==> src/hw/arm_pkg.sv <==
// package for the internal parameter measurement and redundancy checker
`default_nettype none
package arm_pkg;
  // register byte offsets
  localparam logic [7:0] OFF_CMD = 8'h00;      // command/start
  localparam logic [7:0] OFF_CFG = 8'h04;      // path select, force fail
  localparam logic [7:0] OFF_STAT_A0 = 8'h08;  // stack sum | die temp
  localparam logic [7:0] OFF_STAT_A1 = 8'h0c;  // analog supply
  localparam logic [7:0] OFF_STAT_B = 8'h10;   // digital supply
  localparam logic [7:0] OFF_BUSY = 8'h14;     // busy and phase
  localparam logic [7:0] OFF_IRQ_ST = 8'h18;   // sticky events
  localparam logic [7:0] OFF_IRQ_MSK = 8'h1c;  // mask
  // field layout in the command and config registers
  localparam int CMD_MODE_LSB = 0;   // 3 bit mode
  localparam int CMD_CHK_BIT = 3;    // 1 = checked variant
  localparam int CMD_GO_BIT = 4;     // 1 = start
  localparam int CFG_FAIL_BIT = 2;   // force_redundancy_fail
  // fault code prefix and result ceiling
  localparam logic [11:0] FAULT_HI = 12'hff0;
  localparam logic [15:0] RESULT_MAX = 16'hdfff;
  // timing: total time per mode in us, cycles at 40 MHz
  localparam int CLK_MHZ = 40;
  localparam int T_TOTAL_US [8] = '{742, 858, 1556, 2022, 2953, 4814, 8538, 134211};
  localparam int NUM_QTY = 4;
  // events
  localparam int EV_DONE = 0;
  localparam int EV_FAULT = 1;
  // quantity index
  typedef enum logic [1:0] {
    QTY_SUM = 2'b00,
    QTY_TEMP = 2'b01,
    QTY_ANA = 2'b10,
    QTY_DIG = 2'b11
  } arm_qty_t;
  typedef enum logic [1:0] {
    ST_IDLE = 2'b00,
    ST_CONV = 2'b01,
    ST_STORE = 2'b10
  } arm_state_t;
  // results grouped
  typedef struct packed {
    logic [15:0] sum;
    logic [15:0] temp;
    logic [15:0] ana;
    logic [15:0] dig;
  } arm_results_t;
  // whole state of the block
  typedef struct packed {
    arm_state_t st;
    logic [2:0] mode;
    logic chk;
    arm_qty_t qty;
    logic [23:0] cnt;
    logic [15:0] acc_p;
    logic [15:0] acc_r;
    arm_results_t res;
    logic [1:0] path_sel;
    logic force_fail;
    logic [1:0] irq_st;
    logic [1:0] irq_msk;
    logic [31:0] prdata;
    logic pready;
    logic irq;
    logic [1:0] auto_path;
  } arm_state_all_t;
endpackage : arm_pkg
`default_nettype wire

==> src/hw/arm_top.sv <==
// internal parameter measurement engine with redundant decimator check
`default_nettype none
module arm_top
  import arm_pkg::*;
(
  // clock and reset
  input wire logic clock_in,
  input wire logic rst_in,
  // apb slave
  input wire logic psel_in,
  input wire logic penable_in,
  input wire logic pwrite_in,
  input wire logic [7:0] paddr_in,
  input wire logic [31:0] pwdata_in,
  output logic [31:0] prdata_out,
  output logic pready_out,
  output logic pslverr_out,
  // modulator bit streams of the three adcs
  input wire logic [2:0] mod_bit_in,
  // interrupt
  output logic irq_out
);
  // cycles per quantity for each mode
  function automatic logic [23:0] qty_cycles(input logic [2:0] m);
    int t;
    t = T_TOTAL_US[m] * CLK_MHZ / NUM_QTY;
    return t[23:0];
  endfunction

  // nibble compare yields the fault code low bits
  function automatic logic [3:0] nib_diff(input logic [15:0] a, input logic [15:0] b);
    logic [15:0] x;
    x = a ^ b;
    return {|x[15:12], |x[11:8], |x[7:4], |x[3:0]};
  endfunction

  arm_state_all_t s_reg; // all state
  arm_state_all_t s_next; // next state
  logic wr_acc; // apb write access phase
  logic rd_acc; // apb read access phase
  logic prim_bit; // bit of the measuring path
  logic red_bit; // bit seen by redundant machine
  logic [15:0] p_res; // primary clipped result
  logic [15:0] r_res; // redundant clipped result
  logic [3:0] diff; // fault nibble flags
  logic use_chk; // check is applied for this run
  logic [1:0] eff_path; // path under check

  assign wr_acc = psel_in & penable_in & pwrite_in & ~s_reg.pready;
  assign rd_acc = psel_in & penable_in & ~pwrite_in & ~s_reg.pready;
  // internal parameters always run on adc1 (index 0)
  assign prim_bit = mod_bit_in[0];
  assign eff_path = (s_reg.path_sel == 2'h0) ? s_reg.auto_path : s_reg.path_sel;
  // redundancy available only when path is 0 or 1 (adc1)
  assign use_chk = s_reg.chk & (s_reg.path_sel <= 2'h1);
  assign red_bit = mod_bit_in[0];
  assign p_res = (s_reg.acc_p > RESULT_MAX) ? RESULT_MAX : s_reg.acc_p;
  assign r_res = (s_reg.acc_r > RESULT_MAX) ? RESULT_MAX : s_reg.acc_r;
  always_comb begin
    diff = nib_diff(p_res, r_res);
    if (s_reg.force_fail && diff == 4'h0) begin
      diff = 4'h1;
    end
  end

  // next state logic
  always_comb begin
    logic [15:0] val;
    logic [1:0] ev;
    val = 16'h0000;
    ev = 2'b00;
    s_next = s_reg;
    s_next.pready = 1'b0;
    // apb access answers one cycle after access phase begins
    if (rd_acc || wr_acc) begin
      s_next.pready = 1'b1;
    end
    // register reads
    if (rd_acc) begin
      if (paddr_in == OFF_CFG) begin
        s_next.prdata = {29'h0, s_reg.force_fail, s_reg.path_sel};
      end else if (paddr_in == OFF_STAT_A0) begin
        s_next.prdata = {s_reg.res.temp, s_reg.res.sum};
      end else if (paddr_in == OFF_STAT_A1) begin
        s_next.prdata = {16'h0, s_reg.res.ana};
      end else if (paddr_in == OFF_STAT_B) begin
        s_next.prdata = {16'h0, s_reg.res.dig};
      end else if (paddr_in == OFF_BUSY) begin
        s_next.prdata = {28'h0, s_reg.qty, s_reg.st};
      end else if (paddr_in == OFF_IRQ_ST) begin
        s_next.prdata = {30'h0, s_reg.irq_st};
      end else if (paddr_in == OFF_IRQ_MSK) begin
        s_next.prdata = {30'h0, s_reg.irq_msk};
      end else begin
        s_next.prdata = 32'h0; // unmapped and command read zero
      end
    end
    // configuration writes
    if (wr_acc) begin
      if (paddr_in == OFF_CFG) begin
        s_next.path_sel = pwdata_in[1:0];
        s_next.force_fail = pwdata_in[CFG_FAIL_BIT];
      end else if (paddr_in == OFF_IRQ_MSK) begin
        s_next.irq_msk = pwdata_in[1:0];
      end
    end
    // conversion sequencer
    case (s_reg.st)
      ST_IDLE: begin
        if (wr_acc && paddr_in == OFF_CMD && pwdata_in[CMD_GO_BIT]) begin
          s_next.st = ST_CONV;
          s_next.mode = pwdata_in[CMD_MODE_LSB +: 3];
          s_next.chk = pwdata_in[CMD_CHK_BIT];
          s_next.qty = QTY_SUM;
          s_next.cnt = qty_cycles(pwdata_in[CMD_MODE_LSB +: 3]);
          s_next.acc_p = 16'h0000;
          s_next.acc_r = 16'h0000;
        end
      end
      ST_CONV: begin
        // primary and redundant integrators count ones of the stream
        if (s_reg.acc_p != 16'hffff) begin
          s_next.acc_p = s_reg.acc_p + {15'h0, prim_bit};
        end
        if (s_reg.acc_r != 16'hffff) begin
          s_next.acc_r = s_reg.acc_r + {15'h0, red_bit};
        end
        s_next.cnt = s_reg.cnt - 24'h1;
        if (s_reg.cnt == 24'h1) begin
          s_next.st = ST_STORE;
        end
      end
      ST_STORE: begin
        // one cycle write of a full 16-bit value
        if (use_chk && diff != 4'h0) begin
          val = {FAULT_HI, diff};
          ev[EV_FAULT] = 1'b1;
        end else begin
          val = p_res;
        end
        case (s_reg.qty)
          QTY_SUM: s_next.res.sum = val;
          QTY_TEMP: s_next.res.temp = val;
          QTY_ANA: s_next.res.ana = val;
          default: s_next.res.dig = val;
        endcase
        s_next.acc_p = 16'h0000;
        s_next.acc_r = 16'h0000;
        if (s_reg.qty == QTY_DIG) begin
          s_next.st = ST_IDLE;
          ev[EV_DONE] = 1'b1;
          s_next.auto_path = s_reg.auto_path + 2'h1;
          if (s_reg.auto_path == 2'h3) begin
            s_next.auto_path = 2'h1;
          end
        end else begin
          s_next.qty = arm_qty_t'(s_reg.qty + 2'h1);
          s_next.cnt = qty_cycles(s_reg.mode) - 24'h1; // store cycle counted
          s_next.st = ST_CONV;
        end
      end
      default: s_next.st = ST_IDLE;
    endcase
    // sticky flags: write one clears, set wins
    if (wr_acc && paddr_in == OFF_IRQ_ST) begin
      s_next.irq_st = s_reg.irq_st & ~pwdata_in[1:0];
    end
    s_next.irq_st = s_next.irq_st | ev;
    s_next.irq = |(s_next.irq_st & s_next.irq_msk);
  end

  // state register
  always_ff @(posedge clock_in) begin
    if (rst_in) begin
      s_reg <= '0;
      s_reg.auto_path <= 2'h1;
    end else begin
      s_reg <= s_next;
    end
  end

  assign prdata_out = s_reg.prdata;
  assign pready_out = s_reg.pready;
  assign pslverr_out = 1'b0;
  assign irq_out = s_reg.irq;
endmodule : arm_top
`default_nettype wire
==> config.mk <==
export PLATFORM = sky130hd
export DESIGN_NAME = arm_top
export DESIGN_NICKNAME = d
export VERILOG_FILES = /design/src/hw/arm_pkg.sv /design/src/hw/arm_top.sv
export SDC_FILE = /design/constraint.sdc
export NUM_CORES = 1
export LEC_CHECK = 0
export BUFFER_PORTS_ARGS = -buffer_cell sky130_fd_sc_hd__buf_4
export CORE_MARGIN = 3
export CORE_UTILIZATION = 47
export DETAILED_ROUTE_END_ITERATION = 6
export SYNTH_ARGS = -nofsm -noshare
export SYNTH_HDL_FRONTEND = slang
export SYNTH_SLANG_ARGS = --single-unit
==> constraint.sdc <==
create_clock -name clock_in -period 6.55 [get_ports clock_in]
set_input_delay 0 -clock clock_in [delete_from_list [all_inputs] [get_ports clock_in]]
set_output_delay 0 -clock clock_in [all_outputs]
set_load 0.03 [all_outputs]
==> flow_metrics.env, run 1 <==
export IMPL_drive_gt1_share_pct=9.296
export IMPL_path_clk_slew_ns=0.07
export IMPL_setup_worst_path_start="s_reg[167]"
export IMPL_whs_ns=0.02808
export IMPL_tightest_slew_ns=1.157
export IMPL_die_x_um=157.4
export IMPL_synth_xor_area_share_pct=3.889
export IMPL_fillers=2162
export IMPL_critPathRequiredTime_ns=6.84
export IMPL_peakVddDrop_mv=0.1702
export IMPL_relSlewSlack_pct=22.50
export IMPL_hold_class="in2reg"
export IMPL_setup_tns_ns=0
export IMPL_routed_wl_mm=29.47
export IMPL_grt_pass1_wl_mm=47.98
export IMPL_worstRegToRegCells=14
export IMPL_route_vias_total=9901
export IMPL_cts_max_path_buffers=2
export IMPL_grt_total_usage_pct=23.99
export IMPL_cp_arrival_ns=5.47
export IMPL_rr_endpoint="s_reg[162]"
export IMPL_post_route_period_util_pct=79.10
export IMPL_r2r_slack_ns=1.37
export IMPL_avgViaCountPerCell=5.975
export IMPL_synth_compound_area_share_pct=24.50
export IMPL_first_global_vias=9090
export IMPL_fin_area_um2=11670
export IMPL_drtAntennaViolNets=0
export IMPL_slew_viol_final=0
export IMPL_cts_htree_levels=4
export IMPL_ys_flop_type="dfxtp_1"
export IMPL_drt_pass1_iterations=7
export IMPL_numCtsBuffers=17
export IMPL_fp_coreArea_um2=22160
export IMPL_areaGrowthSynthToFinish_pct=8.254
export IMPL_ios=83
export IMPL_p_leak_nw=4.386
export IMPL_synth_edf_count=0
export IMPL_min_from="mod_bit_in[0]"
export IMPL_io_buffers=52
export IMPL_multi_input_comb_area_um2=6683
export IMPL_place_area_um2=10980
export IMPL_crit_path_end_kind="flop"
export IMPL_post_cts_buffers=0
export IMPL_postSynth_asyncResetShare_pct=0
export IMPL_num_rows=54
export IMPL_pre_cts_slack_ns=1.450
export IMPL_drtIter0Drc=710
export IMPL_avgSynthCellArea_um2=7.682
export IMPL_startpoint_type="flop"
export IMPL_crit_reg2reg_launch="s_reg[167]"
export IMPL_synth_seq_cells=169
export IMPL_syn_num_nets=1516
export IMPL_yosys_cell_count_top_type="nand2_1"
export IMPL_layout_area_seq_um2=3383
export IMPL_hold_viol_final=0
export IMPL_cts_sinks=169
export IMPL_max_cap_violations=0
export IMPL_final_core_util_pct=52.65
export IMPL_synth_common_cells="183 x nand2_1, 169 x dfxtp_1, 151 x a21oi_1"
export IMPL_synth_top_area_share_pct=31.39
export IMPL_clock_latency_ns=0.44
export IMPL_ys_types=92
export IMPL_clock_root_buffer="clkbuf_16"
export IMPL_synthAdderAreaFrac_pct=7.685
export IMPL_synth_top_family_by_area="compound AO/OA/AOI/OAI gates"
export IMPL_yosys_mux_area_fraction_pct=1.521
export IMPL_min_to="s_reg[107]"
export IMPL_critPathKind="reg2reg"
export IMPL_dieArea_um2=24780
export IMPL_ys_seq_area_share_pct=31.39
export IMPL_grt_ovfl_total=0
export IMPL_antenna_found_initial=0
export IMPL_setup_slack_ns=1.369
export IMPL_power_density_nw_per_um2=248.7
export IMPL_cts_tree="done"
export IMPL_drc=0
export IMPL_yosysWarnings=0
export IMPL_min_delay_path_depth=4
export IMPL_dp_hpwl_mm=21.12
export IMPL_die_h_um=157.4
export IMPL_grt_max_degree=64
export IMPL_syn_cell_area_um2=10780
export IMPL_synth_area_leaders="dfxtp_1 31%, ha_1 7.3%, a21oi_1 7.0%, nand2_1 6.4%, nor2_1 5.0%"
export IMPL_fmax_ghz=0.1930
export IMPL_period_minus_slack_ns=5.181
export IMPL_skew_ns=0.01313
export IMPL_yosysTopAreaCell="dfxtp_1"
export IMPL_rsz0062_at_grt="false"
export IMPL_gp_congestion=0.8657
export IMPL_nNetsFinal=1477
export IMPL_status="finished, final reports clean"
export IMPL_setup_violations=0
export IMPL_yosys_area_share_simple_pct=24.22
export IMPL_avgRoutedWirePerCell_um=17.79
export IMPL_initial_core_util_pct=48.63
export IMPL_largest_register_ffs=135
export IMPL_ctsResizeCount=0
export IMPL_crit_path_max_fanout=17
export IMPL_insertedDiodeCount=0
export IMPL_netlist_instances=1403
area by class of cell:
| type | count | area share, % |
|---|---|---|
| Sequential cell | 169 | 29.00 |
| Multi-Input combinational cell | 1080 | 57.28 |
| Tap cell | 280 | 3.003 |
| Clock inverter | 15 | 1.769 |
| Clock buffer | 17 | 3.646 |
| Timing Repair Buffer | 65 | 4.311 |
| Inverter | 31 | 0.9973 |
repair_timing:
action	4_1_cts	5_1_grt
endpoints found under the hold margin	5	0
hold buffers	6	0
endpoints found under the setup margin	0	0
metal layers:
metal	vias up	track usage, %	share of wire (%)	wire [um]
met2	265	36.00	44	12850
met3	30	4.482	6.1	1791
met5	-	0	0	0
met4	0	6.116	1.5	442
li1	4951	-	-	-
met1	4655	35.45	49	14390
worst max-delay path: stages, from the launching register on:
cell and delay [ns]:
dfxtp_1 0.74, inv_1 0.26, ha_1 0.52, inv_1 0.13, o21ai_0 0.33, ha_1 0.33
fa_1 0.42, a21o_1 0.20, or4_4 0.45, a31oi_1 0.30, mux2_2 0.37, a311oi_1 0.51
nor4_1 0.19, a32oi_1 0.19, o22ai_1 0.10
through the flow:
step                total power, mW  instances
floorplan                     1.704       1403
detailed placement            1.853       1619
CTS                           2.916       1657
global route                  3.056       1657
global placement              1.847       1619
finish                        2.902       1657
layout by cell type, fill, tap and decap left out, types with 20 or more instances in the layout:
cell	count
nand2_1	183
dfxtp_1	169
a21oi_1	151
nor2_1	144
o21ai_0	78
ha_1	63
buf_4	59
nand3_1	50
a211oi_1	40
inv_1	30
xnor2_1	26
and3_1	24
nor3_1	24
xor2_1	20
worst max path at each step:
| stage | cells past startpoint | slack (ns) | end |
|---|---|---|---|
| 2_1_floorplan | 15 | 2.39 | s_reg[158] |
| 3_3_place_gp | 14 | 1.53 | s_reg[162] |
| 3_5_place_dp | 14 | 1.45 | s_reg[162] |
| 4_1_cts | 14 | 1.41 | s_reg[162] |
| 5_1_grt | 14 | 1.07 | s_reg[162] |
| 6_report | 14 | 1.37 | s_reg[162] |
power by group:
| group | total [mW] | internal [mW] | switching (mW) |
|---|---|---|---|
| combinational | 0.746 | 0.280 | 0.467 |
| clock | 1.06 | 0.555 | 0.503 |
| sequential | 1.10 | 1.07 | 0.0321 |
| total | 2.90 | 1.90 | 1.00 |
cells by family (layout without fill, tap and decap cells):
family,after synthesis,count (layout)
adders and majority gates,65,65
AOI/OAI and AO/OA,409,409
DFF,169,169
buffers and inverters,154,128
muxes,16,16
other,1,1
xor gates and xnor gates,47,47
and+or+nand+nor,542,542
Power figures use the tool's default switching activity.
==> run 2, diff against run 1 <==
--- a/config.mk
+++ b/config.mk
@@ -9,6 +9,7 @@
 export CORE_MARGIN = 3
 export CORE_UTILIZATION = 47
 export DETAILED_ROUTE_END_ITERATION = 6
+export PLACE_DENSITY = 0.67
 export SYNTH_ARGS = -nofsm -noshare
 export SYNTH_HDL_FRONTEND = slang
 export SYNTH_SLANG_ARGS = --single-unit
==> constraint.sdc (replaced) <==
create_clock -name clock_in -period 4.55 [get_ports clock_in]
set_input_delay 0 -clock clock_in [delete_from_list [all_inputs] [get_ports clock_in]]
set_output_delay 0 -clock clock_in [all_outputs]
set_load 0.03 [all_outputs]
==> run 2 against run 1 <==
  * Clock skew barely moved
  * Register-to-register slack got worse by 1.1 ns
  * Critical endpoint unchanged
  * Combinational power is 45% higher
  * Core utilization increased by 0.17 points
  * Largest power group unchanged
  * Via count increased by 1.8%
  * First-iteration DRC count rose by 15%
  * Final area grew 0.32%
  * Clock-buffer cell count increased by 1
  * Wire length shrank 1.3%
  * Highest routed layer unchanged
  * Sequential power grew 44%
  * Critical path depth increased by 1
==> flow_metrics.env, run 2 (synthesis gave the netlist of run 1 again) <==
export IMPL_cts_htree_levels=4
export IMPL_io_buffers=52
export IMPL_worstRegToRegCells=15
export IMPL_largest_register_ffs=135
export IMPL_hold_class="in2reg"
export IMPL_post_layout_nonfiller_instances=1663
export IMPL_drive_gt1_share_pct=9.834
export IMPL_avgRoutedWirePerCell_um=17.49
export IMPL_areaGrowthSynthToFinish_pct=8.602
export IMPL_post_route_period_util_pct=93.03
export IMPL_post_cts_buffers=0
export IMPL_max_cap_violations=0
export IMPL_grt_max_degree=61
export IMPL_critPathKind="reg2reg"
export IMPL_dieArea_um2=24780
export IMPL_wl_met1_mm=14.28
export IMPL_clock_latency_ns=0.44
export IMPL_rsz0062_at_grt="false"
export IMPL_period_minus_slack_ns=4.233
export IMPL_setup_violations=0
export IMPL_power_mw=4.176
export IMPL_critPathSlowestCell="or4_4"
export IMPL_dp_hpwl_mm=20.79
export IMPL_num_rows=54
export IMPL_initial_core_util_pct=48.63
export IMPL_path_clk_slew_ns=0.08
export IMPL_fmax_ghz=0.2362
export IMPL_crit_reg2reg_launch="s_reg[166]"
export IMPL_relSlewSlack_pct=15.30
export IMPL_drt_pass1_iterations=5
export IMPL_cts_tree="done"
export IMPL_setup_slack_ns=0.3169
export IMPL_grt_total_usage_pct=23.68
export IMPL_skew_ns=0.01335
export IMPL_hold_viol_final=0
export IMPL_cpMostUsedCell="ha_1"
export IMPL_avgViaCountPerCell=6.060
export IMPL_antenna_found_initial=0
export IMPL_startpoint_type="flop"
export IMPL_clock_root_buffer="clkbuf_16"
export IMPL_drtAntennaViolNets=0
export IMPL_routed_wl_mm=29.09
export IMPL_fillers=2125
export IMPL_tightest_slew_ns=1.265
export IMPL_layout_area_seq_um2=3383
export IMPL_r2r_slack_ns=0.32
export IMPL_route_vias_total=10077
export IMPL_place_area_um2=11020
export IMPL_crit_path_max_fanout=7
export IMPL_dp_cells=1625
export IMPL_fin_area_um2=11710
export IMPL_crit_path_end_kind="flop"
export IMPL_ios=83
export IMPL_power_density_nw_per_um2=356.7
export IMPL_wl_met2_mm=12.47
export IMPL_rr_endpoint="s_reg[162]"
export IMPL_cts_max_path_buffers=2
export IMPL_cp_arrival_ns=4.53
export IMPL_max_stage_delay_ns=0.45
export IMPL_setup_tns_ns=0
export IMPL_routed_top_layer="met4"
export IMPL_drtIter0Drc=819
export IMPL_multi_input_comb_area_um2=6695
export IMPL_insertedDiodeCount=0
export IMPL_setup_worst_path_start="s_reg[166]"
export IMPL_p_leak_nw=4.416
export IMPL_die_x_um=157.4
export IMPL_peakVddDrop_mv=0.2836
export IMPL_grt_ovfl_total=0
export IMPL_nNetsFinal=1483
export IMPL_slew_viol_final=0
export IMPL_final_common_cell="nand2_1"
export IMPL_whs_ns=0.03043
export IMPL_mostFrequentLayoutCells="183 x nand2_1, 169 x dfxtp_1, 151 x a21oi_1, 144 x nor2_1, 78 x o21ai_0"
export IMPL_status="finished, final reports clean"
export IMPL_die_h_um=157.4
export IMPL_fp_coreArea_um2=22160
export IMPL_drc=0
export IMPL_endpoint="s_reg[162]"
export IMPL_crit_chain="inv_1 -> ha_1 -> nor2b_1 -> a21oi_1 -> ha_1 -> ha_1 -> fa_1 -> a21o_1 -> or4_4 -> a31oi_1 -> mux2_2 -> a311oi_2 -> nor4_2 -> a32oi_1 -> o22ai_1"
export IMPL_numCtsBuffers=17
export IMPL_gp_congestion=0.8864
export IMPL_pre_cts_slack_ns=0.2155
export IMPL_final_core_util_pct=52.82
export IMPL_critPathRequiredTime_ns=4.84
export IMPL_first_global_vias=9260
export IMPL_cts_sinks=169
export IMPL_grt_pass1_wl_mm=48.21
export IMPL_wl_met3_mm=1.861
==> run 2: cell types whose count changed in the layout (fill, tap and decap cells not counted), sizes merged <==
cell and change:
buf +6, clkbuf +1, clkinv -3, inv +2
==> run 2: power by group <==
part	total [mW]	switching (mW)	internal [mW]
registers	1.58	0.0495	1.53
clock network	1.51	0.708	0.805
logic	1.08	0.677	0.402
total	4.18	1.44	2.74
==> run 2: repair_timing <==
item,CTS,global route
hold endpoints to repair,6,0
hold buffers,6,0
endpoints found under the setup margin,0,3
gates resized for setup,0,2
==> run 2: worst min path at each step <==
| stage | start | end | slack [ns] | depth (start not counted) |
|---|---|---|---|---|
| floorplan | pwdata_in[3] | s_reg[165] | 0.15 | 2 |
| global placement | pwdata_in[3] | s_reg[165] | 0.29 | 3 |
| detailed placement | pwdata_in[3] | s_reg[165] | 0.30 | 3 |
| CTS | mod_bit_in[0] | s_reg[107] | 0.02 | 4 |
| global route | mod_bit_in[0] | s_reg[107] | 0.04 | 4 |
| finish | mod_bit_in[0] | s_reg[107] | 0.03 | 4 |
==> run 2: per-layer routing <==
metal,global-route usage (%),vias up
met3,4.317,38
met4,5.744,0
met1,35.81,4792
met2,34.77,288
li1,-,4959
met5,0,-
==> run 2: worst max-delay path: cells and delay by family, from the launching register on <==
family          cells  cell delay (ns)
compound gates      6             1.38
fa+ha+maj           4             1.15
buf+inv             1             0.12
flops               1             0.33
mux                 1             0.38
simple gates        3             0.71
==> run 2: area by class of cell <==
type | count | area share [%]
well taps | 280 | 2.993
repair buffers | 71 | 4.682
multi-input cells | 1080 | 57.20
flip-flops and latches | 169 | 28.90
clock inverters | 14 | 1.475
clock buffers | 18 | 3.752
inverters | 31 | 0.9941
